==> src/core_regs_pkg.sv <==
// constants, encodings and decode functions for the banked register file
package core_regs_pkg;

	// ----------------------------------------------------------------
	// widths and counts
	// ----------------------------------------------------------------
	localparam int XLEN = 32;
	localparam int NUM_PHYS_GPR = 30;
	localparam int NUM_SAVED = 5;
	localparam int APB_AW = 12;

	// ----------------------------------------------------------------
	// mode encodings
	// ----------------------------------------------------------------
	localparam logic [4:0] MODE_USR = 5'h10;
	localparam logic [4:0] MODE_FIQ = 5'h11;
	localparam logic [4:0] MODE_IRQ = 5'h12;
	localparam logic [4:0] MODE_SVC = 5'h13;
	localparam logic [4:0] MODE_ABT = 5'h17;
	localparam logic [4:0] MODE_UND = 5'h1b;

	// ----------------------------------------------------------------
	// status word fields
	// ----------------------------------------------------------------
	localparam int PSR_FLAG_LSB = 28;
	localparam int PSR_IRQ_DIS = 7;
	localparam int PSR_FIQ_DIS = 6;
	localparam int PSR_MODE_LSB = 0;
	localparam logic [31:0] PSR_CTRL_MASK = 32'h0fffffff;
	localparam logic [31:0] PSR_FLAG_MASK = 32'hf0000000;

	// ----------------------------------------------------------------
	// reset values
	// ----------------------------------------------------------------
	localparam logic [31:0] CURRENT_STATUS_WORD_RST = 32'h000000d3;
	localparam logic [31:0] PC_RST = 32'h00000000;

	// ----------------------------------------------------------------
	// physical bank bases
	// ----------------------------------------------------------------
	localparam logic [4:0] BASE_FIQ = 5'h0f;
	localparam logic [4:0] BASE_IRQ = 5'h16;
	localparam logic [4:0] BASE_SVC = 5'h18;
	localparam logic [4:0] BASE_ABT = 5'h1a;
	localparam logic [4:0] BASE_UND = 5'h1c;
	localparam logic [3:0] REG_LINK = 4'he;
	localparam logic [3:0] REG_PC = 4'hf;
	localparam logic [31:0] PC_ALIGN_MASK = 32'hfffffffc;
	localparam logic [31:0] ADDR26_MASK = 32'h03ffffff;

	// ----------------------------------------------------------------
	// configuration pin bit positions
	// ----------------------------------------------------------------
	localparam int CFG_ENDIAN = 0;
	localparam int CFG_PROGRAM_SPACE_32 = 1;
	localparam int CFG_DATA_SPACE_32 = 2;

	// ----------------------------------------------------------------
	// apb register offsets
	// ----------------------------------------------------------------
	localparam logic [11:0] OFS_STATUS = 12'h000;
	localparam logic [11:0] OFS_CONFIG = 12'h004;
	localparam logic [11:0] OFS_DBG_SEL = 12'h008;
	localparam logic [11:0] OFS_DBG_DATA = 12'h00c;
	localparam logic [11:0] OFS_SAVED = 12'h010;

	function automatic logic mode_legal(input logic [4:0] m);
		return (m == MODE_USR) || (m == MODE_FIQ) || (m == MODE_IRQ) ||
			(m == MODE_SVC) || (m == MODE_ABT) || (m == MODE_UND);
	endfunction

	// saved word slot of a privileged mode
	function automatic logic [2:0] saved_slot(input logic [4:0] m);
		case (m)
			MODE_FIQ: return 3'h0;
			MODE_IRQ: return 3'h1;
			MODE_SVC: return 3'h2;
			MODE_ABT: return 3'h3;
			default: return 3'h4;
		endcase
	endfunction

	// visible register number to physical slot, by mode
	function automatic logic [4:0] phys_idx(input logic [4:0] m, input logic [3:0] r);
		logic [4:0] base;
		logic banked;
		base = 5'h00;
		banked = 1'b0;
		case (m)
			MODE_FIQ: begin
				base = BASE_FIQ - 5'h08;
				banked = (r >= 4'h8);
			end
			MODE_IRQ: begin
				base = BASE_IRQ - 5'h0d;
				banked = (r >= 4'hd);
			end
			MODE_SVC: begin
				base = BASE_SVC - 5'h0d;
				banked = (r >= 4'hd);
			end
			MODE_ABT: begin
				base = BASE_ABT - 5'h0d;
				banked = (r >= 4'hd);
			end
			MODE_UND: begin
				base = BASE_UND - 5'h0d;
				banked = (r >= 4'hd);
			end
			default: begin
				base = 5'h00;
				banked = 1'b0;
			end
		endcase
		return banked ? 5'(base + {1'b0, r}) : {1'b0, r};
	endfunction

	// condition test over n z c v
	function automatic logic cond_pass(input logic [3:0] cc, input logic [3:0] f);
		logic n, z, c, v, r;
		n = f[3];
		z = f[2];
		c = f[1];
		v = f[0];
		case (cc[3:1])
			3'h0: r = z;
			3'h1: r = c;
			3'h2: r = n;
			3'h3: r = v;
			3'h4: r = c & ~z;
			3'h5: r = (n == v);
			3'h6: r = ~z & (n == v);
			default: r = 1'b1;
		endcase
		return (cc == 4'hf) ? 1'b0 : (cc == 4'he) ? 1'b1 : (r ^ cc[0]);
	endfunction

endpackage

==> src/gpr_mem.sv <==
// physical general register storage, one write and three registered reads
module gpr_mem
	import core_regs_pkg::*;
(
	// clock and reset
	input wire logic clk,
	input wire logic sys_rst,
	// write port
	input wire logic wrEn,
	input wire logic [4:0] wrAddr,
	input wire logic [31:0] wrData,
	// read ports
	input wire logic [4:0] rdAddrA,
	input wire logic [4:0] rdAddrB,
	input wire logic [4:0] rdAddrC,
	output logic [31:0] rdDataA,
	output logic [31:0] rdDataB,
	output logic [31:0] rdDataC
);
	import core_regs_pkg::*;

	typedef struct packed {
		logic [NUM_PHYS_GPR-1:0][31:0] word;
		logic [31:0] a;
		logic [31:0] b;
		logic [31:0] c;
	} mem_t;

	mem_t s_q, s_d;

	always_comb begin
		s_d = s_q;
		// read before write: old word comes out on a same-cycle hit
		s_d.a = s_q.word[rdAddrA];
		s_d.b = s_q.word[rdAddrB];
		s_d.c = s_q.word[rdAddrC];
		if (wrEn) begin
			s_d.word[wrAddr] = wrData;
		end
	end

	always_ff @(posedge clk) begin
		if (sys_rst) begin
			s_q <= '0;
		end else begin
			s_q <= s_d;
		end
	end

	assign rdDataA = s_q.a;
	assign rdDataB = s_q.b;
	assign rdDataC = s_q.c;
endmodule

==> src/lane_steer.sv <==
// byte lane placement for stores and loads by endian setting
module lane_steer
	import core_regs_pkg::*;
(
	// access description
	input wire logic endianSel,
	input wire logic byteMode,
	input wire logic [1:0] addrLow,
	// data in and out
	input wire logic [31:0] storeData,
	input wire logic [31:0] busRdData,
	output logic [31:0] busWrData,
	output logic [3:0] byteEn,
	output logic [31:0] loadData
);
	import core_regs_pkg::*;

	logic [1:0] lane;
	logic [7:0] pick;

	// big endian puts byte 0 on the top lane
	assign lane = endianSel ? ~addrLow : addrLow;
	assign pick = busRdData[8*lane +: 8];

	// stores replicate a byte on every lane, strobe picks one
	genvar i;
	generate
		for (i = 0; i < 4; i++) begin : g_lane
			assign byteEn[i] = ~byteMode | (lane == 2'(i));
			assign busWrData[8*i +: 8] = byteMode ? storeData[7:0] : storeData[8*i +: 8];
		end
	endgenerate

	// words are aligned, so the low address bits do not move a word
	assign loadData = byteMode ? {24'h000000, pick} : busRdData;
endmodule

==> src/banked_regfile.sv <==
// banked register file with program counter, status words and apb view
//
// Added by the designer: register access over APB and the placing of the registers.
module banked_regfile
	import core_regs_pkg::*;
(
	// clock and reset
	input wire logic clk,
	input wire logic sys_rst,
	// configuration pins
	input wire logic endianSelect,
	input wire logic programSpace32,
	input wire logic dataSpace32,
	// interrupt request pins, active high
	input wire logic irqRequest,
	input wire logic fiqRequest,
	// register reads
	input wire logic [3:0] rdIdxA,
	input wire logic [3:0] rdIdxB,
	output logic [31:0] rdDataA,
	output logic [31:0] rdDataB,
	// register write and branch-link
	input wire logic wrEn,
	input wire logic [3:0] wrIdx,
	input wire logic [31:0] wrData,
	input wire logic linkEn,
	// program counter
	input wire logic pcWrEn,
	input wire logic [31:0] pcWrData,
	output logic [31:0] pcOut,
	// flags and condition test
	input wire logic flagEn,
	input wire logic [3:0] flagNzcv,
	input wire logic [3:0] condCode,
	output logic condPass,
	// status word write, restore, exception entry
	input wire logic psrWrEn,
	input wire logic psrWrSaved,
	input wire logic psrWrFlags,
	input wire logic psrWrCtrl,
	input wire logic [31:0] psrWrData,
	input wire logic restoreEn,
	input wire logic excEn,
	input wire logic [4:0] excMode,
	output logic [31:0] cpsrOut,
	output logic [31:0] spsrOut,
	output logic privileged,
	output logic lockedUp,
	// interrupt acceptance
	output logic irqTake,
	output logic fiqTake,
	// memory data lanes and address
	input wire logic memByte,
	input wire logic [31:0] memAddr,
	input wire logic memFetch,
	input wire logic [31:0] storeData,
	input wire logic [31:0] busRdData,
	output logic [31:0] busWrData,
	output logic [3:0] busByteEn,
	output logic [31:0] loadData,
	output logic [31:0] busAddr,
	// apb slave
	input wire logic psel,
	input wire logic penable,
	input wire logic pwrite,
	input wire logic [11:0] paddr,
	input wire logic [31:0] pwdata,
	output logic [31:0] prdata,
	output logic pready,
	output logic pslverr
);
	import core_regs_pkg::*;

	typedef struct packed {
		logic [2:0] cfgMeta;
		logic [2:0] cfgSync;
		logic [1:0] intMeta;
		logic [1:0] intSync;
		logic [31:0] pc;
		logic [31:0] current_status_word;
		logic [NUM_SAVED-1:0][31:0] saved;
		logic locked;
		logic [3:0] dbgSel;
		logic selPcA;
		logic selPcB;
		logic [31:0] pcSnapA;
		logic [31:0] pcSnapB;
		logic [31:0] rdA;
		logic [31:0] rdB;
		logic [31:0] spsrView;
		logic condPass;
		logic irqTake;
		logic fiqTake;
		logic priv;
		logic [31:0] busWr;
		logic [3:0] byteEn;
		logic [31:0] ldData;
		logic [31:0] addr;
		logic [31:0] prdata;
		logic pready;
		logic pslverr;
	} state_t;

	state_t s_q, s_d;

	logic [4:0] mode;
	logic isPriv;
	logic [2:0] slot;
	logic [31:0] pcRead;
	logic memWrEn;
	logic [4:0] memWrAddr;
	logic [31:0] memWrData;
	logic [31:0] memA, memB, memC;
	logic [31:0] laneWr, laneLd;
	logic [3:0] laneEn;

	// ----------------------------------------------------------------
	// bank selection
	// ----------------------------------------------------------------
	// bank from current mode
	assign mode = s_q.current_status_word[PSR_MODE_LSB +: 5];
	assign isPriv = (mode != MODE_USR);
	assign slot = saved_slot(mode);
	assign pcRead = s_q.pc & PC_ALIGN_MASK;

	// 30 banked words here, pc and six status words below
	gpr_mem u_mem (
		.clk(clk),
		.sys_rst(sys_rst),
		.wrEn(memWrEn),
		.wrAddr(memWrAddr),
		.wrData(memWrData),
		// fiq maps r8 to r14 privately
		.rdAddrA(phys_idx(mode, rdIdxA)),
		.rdAddrB(phys_idx(mode, rdIdxB)),
		.rdAddrC(phys_idx(mode, s_q.dbgSel)),
		.rdDataA(memA),
		.rdDataB(memB),
		.rdDataC(memC)
	);

	// only the load/store path sees endian
	lane_steer u_lane (
		.endianSel(s_q.cfgSync[CFG_ENDIAN]),
		.byteMode(memByte),
		.addrLow(memAddr[1:0]),
		.storeData(storeData),
		.busRdData(busRdData),
		.busWrData(laneWr),
		.byteEn(laneEn),
		.loadData(laneLd)
	);

	// ----------------------------------------------------------------
	// next state
	// ----------------------------------------------------------------
	always_comb begin
		logic [31:0] nextPsr;
		logic [2:0] excSlot;
		logic apbAccess;
		nextPsr = '0;
		excSlot = saved_slot(excMode);
		apbAccess = psel & penable & ~s_q.pready;
		s_d = s_q;
		memWrEn = 1'b0;
		memWrAddr = 5'h00;
		memWrData = '0;

		// pins from outside: two flops before use
		// live config changes tracked
		s_d.cfgMeta = {dataSpace32, programSpace32, endianSelect};
		s_d.cfgSync = s_q.cfgMeta;
		s_d.intMeta = {fiqRequest, irqRequest};
		s_d.intSync = s_q.intMeta;

		// locked core ignores every register, pc and status change until reset
		if (!s_q.locked) begin
			if (excEn) begin
				// save pc in link, status in saved word
				memWrEn = 1'b1;
				memWrAddr = phys_idx(excMode, REG_LINK);
				memWrData = pcRead;
				// entered mode's saved word gets old status
				s_d.saved[excSlot] = s_q.current_status_word;
				s_d.current_status_word[PSR_MODE_LSB +: 5] = excMode;
				s_d.current_status_word[PSR_IRQ_DIS] = 1'b1;
				if (excMode == MODE_FIQ) begin
					s_d.current_status_word[PSR_FIQ_DIS] = 1'b1;
				end
				s_d.locked = ~mode_legal(excMode);
			end else begin
				if (linkEn) begin
					memWrEn = 1'b1;
					memWrAddr = phys_idx(mode, REG_LINK);
					memWrData = pcRead;
				end else if (wrEn && wrIdx != REG_PC) begin
					memWrEn = 1'b1;
					memWrAddr = phys_idx(mode, wrIdx);
					memWrData = wrData;
				end
				if (pcWrEn) begin
					s_d.pc = pcWrData & PC_ALIGN_MASK;
				end else if (wrEn && wrIdx == REG_PC && !linkEn) begin
					s_d.pc = wrData & PC_ALIGN_MASK;
				end
				if (flagEn) begin
					s_d.current_status_word[PSR_FLAG_LSB +: 4] = flagNzcv;
				end
				if (restoreEn && isPriv) begin
					s_d.current_status_word = s_q.saved[slot];
				end else if (psrWrEn && (!psrWrSaved || isPriv)) begin
					nextPsr = psrWrSaved ? s_q.saved[slot] : s_q.current_status_word;
					if (psrWrFlags) begin
						nextPsr = (nextPsr & ~PSR_FLAG_MASK) | (psrWrData & PSR_FLAG_MASK);
					end
					if (psrWrCtrl && isPriv) begin
						nextPsr = (nextPsr & ~PSR_CTRL_MASK) | (psrWrData & PSR_CTRL_MASK);
					end
					if (psrWrSaved) begin
						s_d.saved[slot] = nextPsr;
					end else begin
						s_d.current_status_word = nextPsr;
					end
				end
				// undefined mode value locks the core
				if (!mode_legal(s_d.current_status_word[PSR_MODE_LSB +: 5])) begin
					s_d.locked = 1'b1;
				end
			end
		end

		// ------------------------------------------------------------
		// read ports: memory flop, then pc substitution flop
		// ------------------------------------------------------------
		s_d.selPcA = (rdIdxA == REG_PC);
		s_d.selPcB = (rdIdxB == REG_PC);
		s_d.pcSnapA = pcRead;
		s_d.pcSnapB = pcRead;
		s_d.rdA = s_q.selPcA ? s_q.pcSnapA : memA;
		s_d.rdB = s_q.selPcB ? s_q.pcSnapB : memB;

		// user mode has no saved word to show
		s_d.spsrView = isPriv ? s_q.saved[slot] : '0;
		s_d.priv = isPriv;
		s_d.condPass = cond_pass(condCode, s_q.current_status_word[PSR_FLAG_LSB +: 4]);

		s_d.irqTake = s_q.intSync[0] & ~s_q.current_status_word[PSR_IRQ_DIS] & ~s_q.locked;
		s_d.fiqTake = s_q.intSync[1] & ~s_q.current_status_word[PSR_FIQ_DIS] & ~s_q.locked;

		// ------------------------------------------------------------
		// memory lanes and address space
		// ------------------------------------------------------------
		// byte lanes via steering, by endian setting
		s_d.busWr = laneWr;
		s_d.byteEn = laneEn;
		s_d.ldData = laneLd;
		// 26-bit space drops the top six address lines
		if (memFetch ? s_q.cfgSync[CFG_PROGRAM_SPACE_32] : s_q.cfgSync[CFG_DATA_SPACE_32]) begin
			s_d.addr = memAddr;
		end else begin
			s_d.addr = memAddr & ADDR26_MASK;
		end

		// ------------------------------------------------------------
		// apb slave: one wait state, answer on second access cycle
		// ------------------------------------------------------------
		s_d.pready = apbAccess;
		s_d.pslverr = 1'b0;
		if (apbAccess) begin
			s_d.prdata = '0;
			case (paddr)
				OFS_STATUS: begin
					s_d.prdata = s_q.current_status_word;
				end
				OFS_CONFIG: begin
					s_d.prdata = {28'h0000000, s_q.locked, s_q.cfgSync};
				end
				OFS_DBG_SEL: begin
					s_d.prdata = {28'h0000000, s_q.dbgSel};
					if (pwrite) begin
						s_d.dbgSel = pwdata[3:0];
					end
				end
				OFS_DBG_DATA: begin
					s_d.prdata = (s_q.dbgSel == REG_PC) ? pcRead : memC;
				end
				OFS_SAVED: begin
					s_d.prdata = s_q.spsrView;
				end
				default: begin
					s_d.pslverr = 1'b1;
				end
			endcase
			if (pwrite && paddr != OFS_DBG_SEL) begin
				s_d.pslverr = 1'b1;
			end
		end
	end

	// all state changes on the clock edge
	always_ff @(posedge clk) begin
		if (sys_rst) begin
			s_q <= '0;
			s_q.current_status_word <= CURRENT_STATUS_WORD_RST;
			s_q.pc <= PC_RST;
		end else begin
			s_q <= s_d;
		end
	end

	// ----------------------------------------------------------------
	// outputs
	// ----------------------------------------------------------------
	assign rdDataA = s_q.rdA;
	assign rdDataB = s_q.rdB;
	assign pcOut = s_q.pc;
	assign condPass = s_q.condPass;
	assign cpsrOut = s_q.current_status_word;
	assign spsrOut = s_q.spsrView;
	assign privileged = s_q.priv;
	assign lockedUp = s_q.locked;
	assign irqTake = s_q.irqTake;
	assign fiqTake = s_q.fiqTake;
	assign busWrData = s_q.busWr;
	assign busByteEn = s_q.byteEn;
	assign loadData = s_q.ldData;
	assign busAddr = s_q.addr;
	assign prdata = s_q.prdata;
	assign pready = s_q.pready;
	assign pslverr = s_q.pslverr;
endmodule

==> config.mk <==
export PLATFORM = sky130hd
export DESIGN_NAME = banked_regfile
export DESIGN_NICKNAME = d
export VERILOG_FILES = /design/src/core_regs_pkg.sv /design/src/gpr_mem.sv /design/src/lane_steer.sv /design/src/banked_regfile.sv
export SDC_FILE = /design/constraint.sdc
export NUM_CORES = 2
export LEC_CHECK = 0
export BUFFER_PORTS_ARGS = -buffer_cell sky130_fd_sc_hd__clkbuf_2
export CAP_MARGIN = 10
export CORE_MARGIN = 4
export CORE_UTILIZATION = 45
export DETAILED_ROUTE_END_ITERATION = 10
export GPL_TIMING_DRIVEN = 1
export PLACE_DENSITY_LB_ADDON = 0.25
export SKIP_LAST_GASP = 1
export SLEW_MARGIN = 20
export SYNTH_ARGS = -nofsm -noshare
export SYNTH_HDL_FRONTEND = slang
export SYNTH_SLANG_ARGS = --single-unit
==> constraint.sdc <==
create_clock -name clk -period 5.4 [get_ports clk]
set_input_delay 0.27 -clock clk [delete_from_list [all_inputs] [get_ports clk]]
set_output_delay 0.27 -clock clk [all_outputs]
set_load 0.03 [all_outputs]
==> qor.txt <==
Yosys cell types: 95
ANT nets after route: 0
Max-Cap Viols: 0
Worst skew pair latency: 880 ps
Status: completed
Std-Cell Core Area: 0.197 mm²
Avg Synthesized Cell Area: 8.07 µm²
Seq/Total Area, Yosys: 35.0%
Total Wirelength: 432 mm
Die area: 0.206 mm²
Main combinational cell family by area after synthesis: simple AND/OR/NAND/NOR gates
GPL Wtd Cong: 1.01
Fin crit period: 5330 ps
CTS tree: done
Worst-Margin Slew: 1310 ps
Cell Count, Final, Fillers Out: 13900
CP delay by family, top: compound AO/OA/AOI/OAI gates
1st-pass router iterations: 10
Fin Clk Skew: 40.6 ps
Max-slew headroom: 12.5%
Worst Setup Start Kind: register
CP Buf/Inv Count: 2
Lkg Pwr: 40.1 nW
Die Height: 453 µm
# port buffers: 549
Initial antenna violation count: 51
EDFF count, synth: 0
Hpwl dp: 277 mm
Sw Pwr: 0.0104 W
Root Buffer: clkbuf_16
Area of the mapped netlist: 0.0892 mm²
Pwr Density: 313 mW/mm²
Clock Pin Slew Worst Setup and Hold Paths: 70 ps
Crit Path Category: register to register
Detailed Route Iter0 Violations: 15400
Area Overhead vs Synth: 12.9%
Combinational fraction of design power: 19.9%
Vias in the first global route: 84500
Worst R2R Start: cpsrOut[2]
P_int: 0.0212 W
Mapped Cells: 11100
CTS Sinks: 1559
Max IR drop VDD: 0.332 mV
Drt wl/cell: 31.2 µm
Hold Fails Final Rpt: 0
Filler cells: 18300
Largest Register: u_mem.s_q
Post-synth ARST share: 0%
Nets: 11300
Setup TNS: 0 ps
Total Routing Usage GR: 39.9%
Simple-gate share of the synthesized area: 27.0%
Placed Cells: 13300
Worst-case clock buffer depth: 3
H-tree levels: 4
Worst min-delay path class: input pin to register
Max FFs per register: 960
Top flop regs: u_mem.s_q: 960 flops, s_q: 201 flops
Final Cycle Share: 98.7%
#FFs+latches synth: 1559
Busiest layer in global routing: met2
# rows: 163
Part of the power in the clock network: 41.2%
Via-to-Cell Ratio: 6.54
Compound-Gate Fraction of Synth Area: 13.0%
Crit path launch: cpsrOut[2]
Final Setup Violations: 0
Reg-to-Reg End: u_mem.rdDataC[29]
Maximum clock rate: 188 MHz
First-pass GRT wire length: 606 mm
Met1 usage: 47.8%
WHS: 41.9 ps
Post-route DRC violation count: 0
Synth warnings: 0
Critical Path AT: 6020 ps
Die Wd: 453 µm
Multiplexer share of the synthesized area: 16.6%
Met2 Use GR: 56.7%
RSZ-0062 raised after global routing: false
Register area: 0.0312 mm²
Cts repair resizes: 0
Largest net degree at the start of global routing: 278
Critical Path End Type: register
CP cell instances: and4bb_2, nand2_1, nand2_1, ha_1, inv_1, fa_1, o2111ai_1, o211a_4, a21o_1, buf_4, a21oi_1, o41ai_1, o31ai_1
Final Instance Area: 0.101 mm²
R2r setup slk: 70 ps
Placed Area: 0.0921 mm²
IO Count: 582
Share of layout cells above drive strength 1: 13.1%
Worst reg2reg path depth: 13
Synth Area in Adders: 0.353%
Crit path largest cell delay: 1030 ps
Main synth FF type: dfxtp_1
Max-slew violations: 0
CP Capture Point: u_mem.rdDataC[29]
WP depth: 13
CP required: 6090 ps
Initial Util: 45.3%
Crit-path slowest cell: o41ai_1
Net Sw Frac: 32.9%
Most frequent CP cell: nand2_1
Cts bufs inserted: 175
Multi-input logic area: 0.0514 mm²
XOR/XNOR Fraction of Synth Area: 0.0981%
GR Overflow Total: 0
Util after Layout: 51.1%
Via count: 90600
Reg power frac: 38.9%
Met3 track demand over resource: 13.7%
Max FO, Critical Path: 27
-- cell usage after synthesis, drive strengths merged (42+ instances only) --
library cell     n  area share (%)
a22oi           63            0.53
nor2           512             2.2
a21oi          598             3.4
nand2         2099             8.9
and3           183             1.3
clkbuf         620             2.6
o22ai           70            0.49
nand2b        1003             7.0
and2            76            0.53
a31oi           99            0.70
nor2b           97            0.68
o21ai           69            0.39
buf            713             5.3
mux2i         1269              14
nor4            74            0.53
a221oi         165             1.6
a21o            53            0.45
nor3           174             1.0
mux4            67             1.7
dfxtp         1559              35
a211oi         299             2.5
mux2            52            0.66
o211ai          42            0.37
a221o           57            0.64
nand3          655             3.7
-- power groups by stage --
stage | Clock (W) | Combinational (W) | Sequential [W]
after floorplan | 0 | 0.00357 | 0.0122
after global placement | 0 | 0.00575 | 0.0125
after detailed placement | 0 | 0.00578 | 0.0125
after CTS | 0.0130 | 0.00594 | 0.0122
after global routing | 0.0134 | 0.00633 | 0.0123
final | 0.0130 | 0.00629 | 0.0123
-- cell type report --
cell class                 instances  area share, %
antenna                           44          0.109
timing repair buffer            1123           8.43
clock inverter                    69           1.05
tap                             2640           3.28
multi-input combinational       8142           51.0
sequential                      1559           31.0
clock buffer                     252           5.06
inverter                          23         0.0857
-- kinds of logic after synthesis --
family                     count (synthesis)
AOI/OAI and AO/OA                       1705
xor gates and xnor gates                  10
adders and majority gates                 23
buffers and inverters                   1356
DFF                                     1559
muxes                                   1388
other                                      1
and+or+nand+nor                         5014
-- repair_timing --
action	4_1_cts	5_1_grt
endpoints found under the hold margin	217	0
setup buffers	0	2
endpoints found under the setup margin	0	1
hold buffers	229	0
-- placed cells by master (no fill, tap or decap), types with 25 or more instances in the layout --
cell	netlist	routed
a21oi_1	598	597
a31oi_1	98	98
or4_1	41	41
nand2_2	11	37
clkbuf_2	0	548
dlygate4sd3_1	0	229
dfxtp_1	1559	1556
a221o_1	57	56
o22ai_1	70	70
nor2b_1	97	96
mux2_2	52	52
nor2_1	501	489
nand2_1	2088	2044
mux4_2	67	67
clkinv_2	0	25
buf_12	6	68
a21o_1	53	52
a221oi_1	164	164
and2_1	75	67
nand4_1	35	35
nand3b_1	25	25
mux2i_1	1269	1269
and3_1	183	181
o21ai_0	65	64
nand2b_1	1003	1000
nor3_1	171	166
diode_2	0	44
clkbuf_8	0	41
nand3_1	654	650
buf_4	349	277
a22oi_1	63	63
clkbuf_1	620	35
o211ai_1	39	39
nor4_1	73	70
clkbuf_16	0	176
a211oi_1	299	299
-- worst min-delay path: cells and delay by family --
kind	cells	cell delay, ps
AOI/OAI and AO/OA	1	290
muxes	1	200
buffers and inverters	1	80
-- worst min-delay path by stage --
stage               cells past startpoint     endpoint  slack (ps)    startpoint
floorplan                               2  loadData[0]         380  busRdData[0]
global placement                        1     s_q[534]         420      s_d[534]
detailed placement                      1     s_q[530]         430      s_d[530]
CTS                                     3    pcOut[12]           5  pcWrData[12]
global route                            3     pcOut[2]          60   pcWrData[2]
finish                                  3     pcOut[2]          40   pcWrData[2]
-- stage by stage --
stage,power [W],worst slack [ps]
after floorplan,0.0158,1620
after global placement,0.0182,443
after detailed placement,0.0183,432
after CTS,0.0312,400
after global routing,0.0320,71.9
final,0.0315,72.1
-- per-layer routing --
metal  up-vias  wire, µm  share of wire (%)
met5         -       379              0.088
met4        18     44200                 10
met3      2044     60500                 14
met2      7472    174000                 40
met1     42900    153000                 35
li1      38200         -                  -
(Power assumes the default switching activity.)
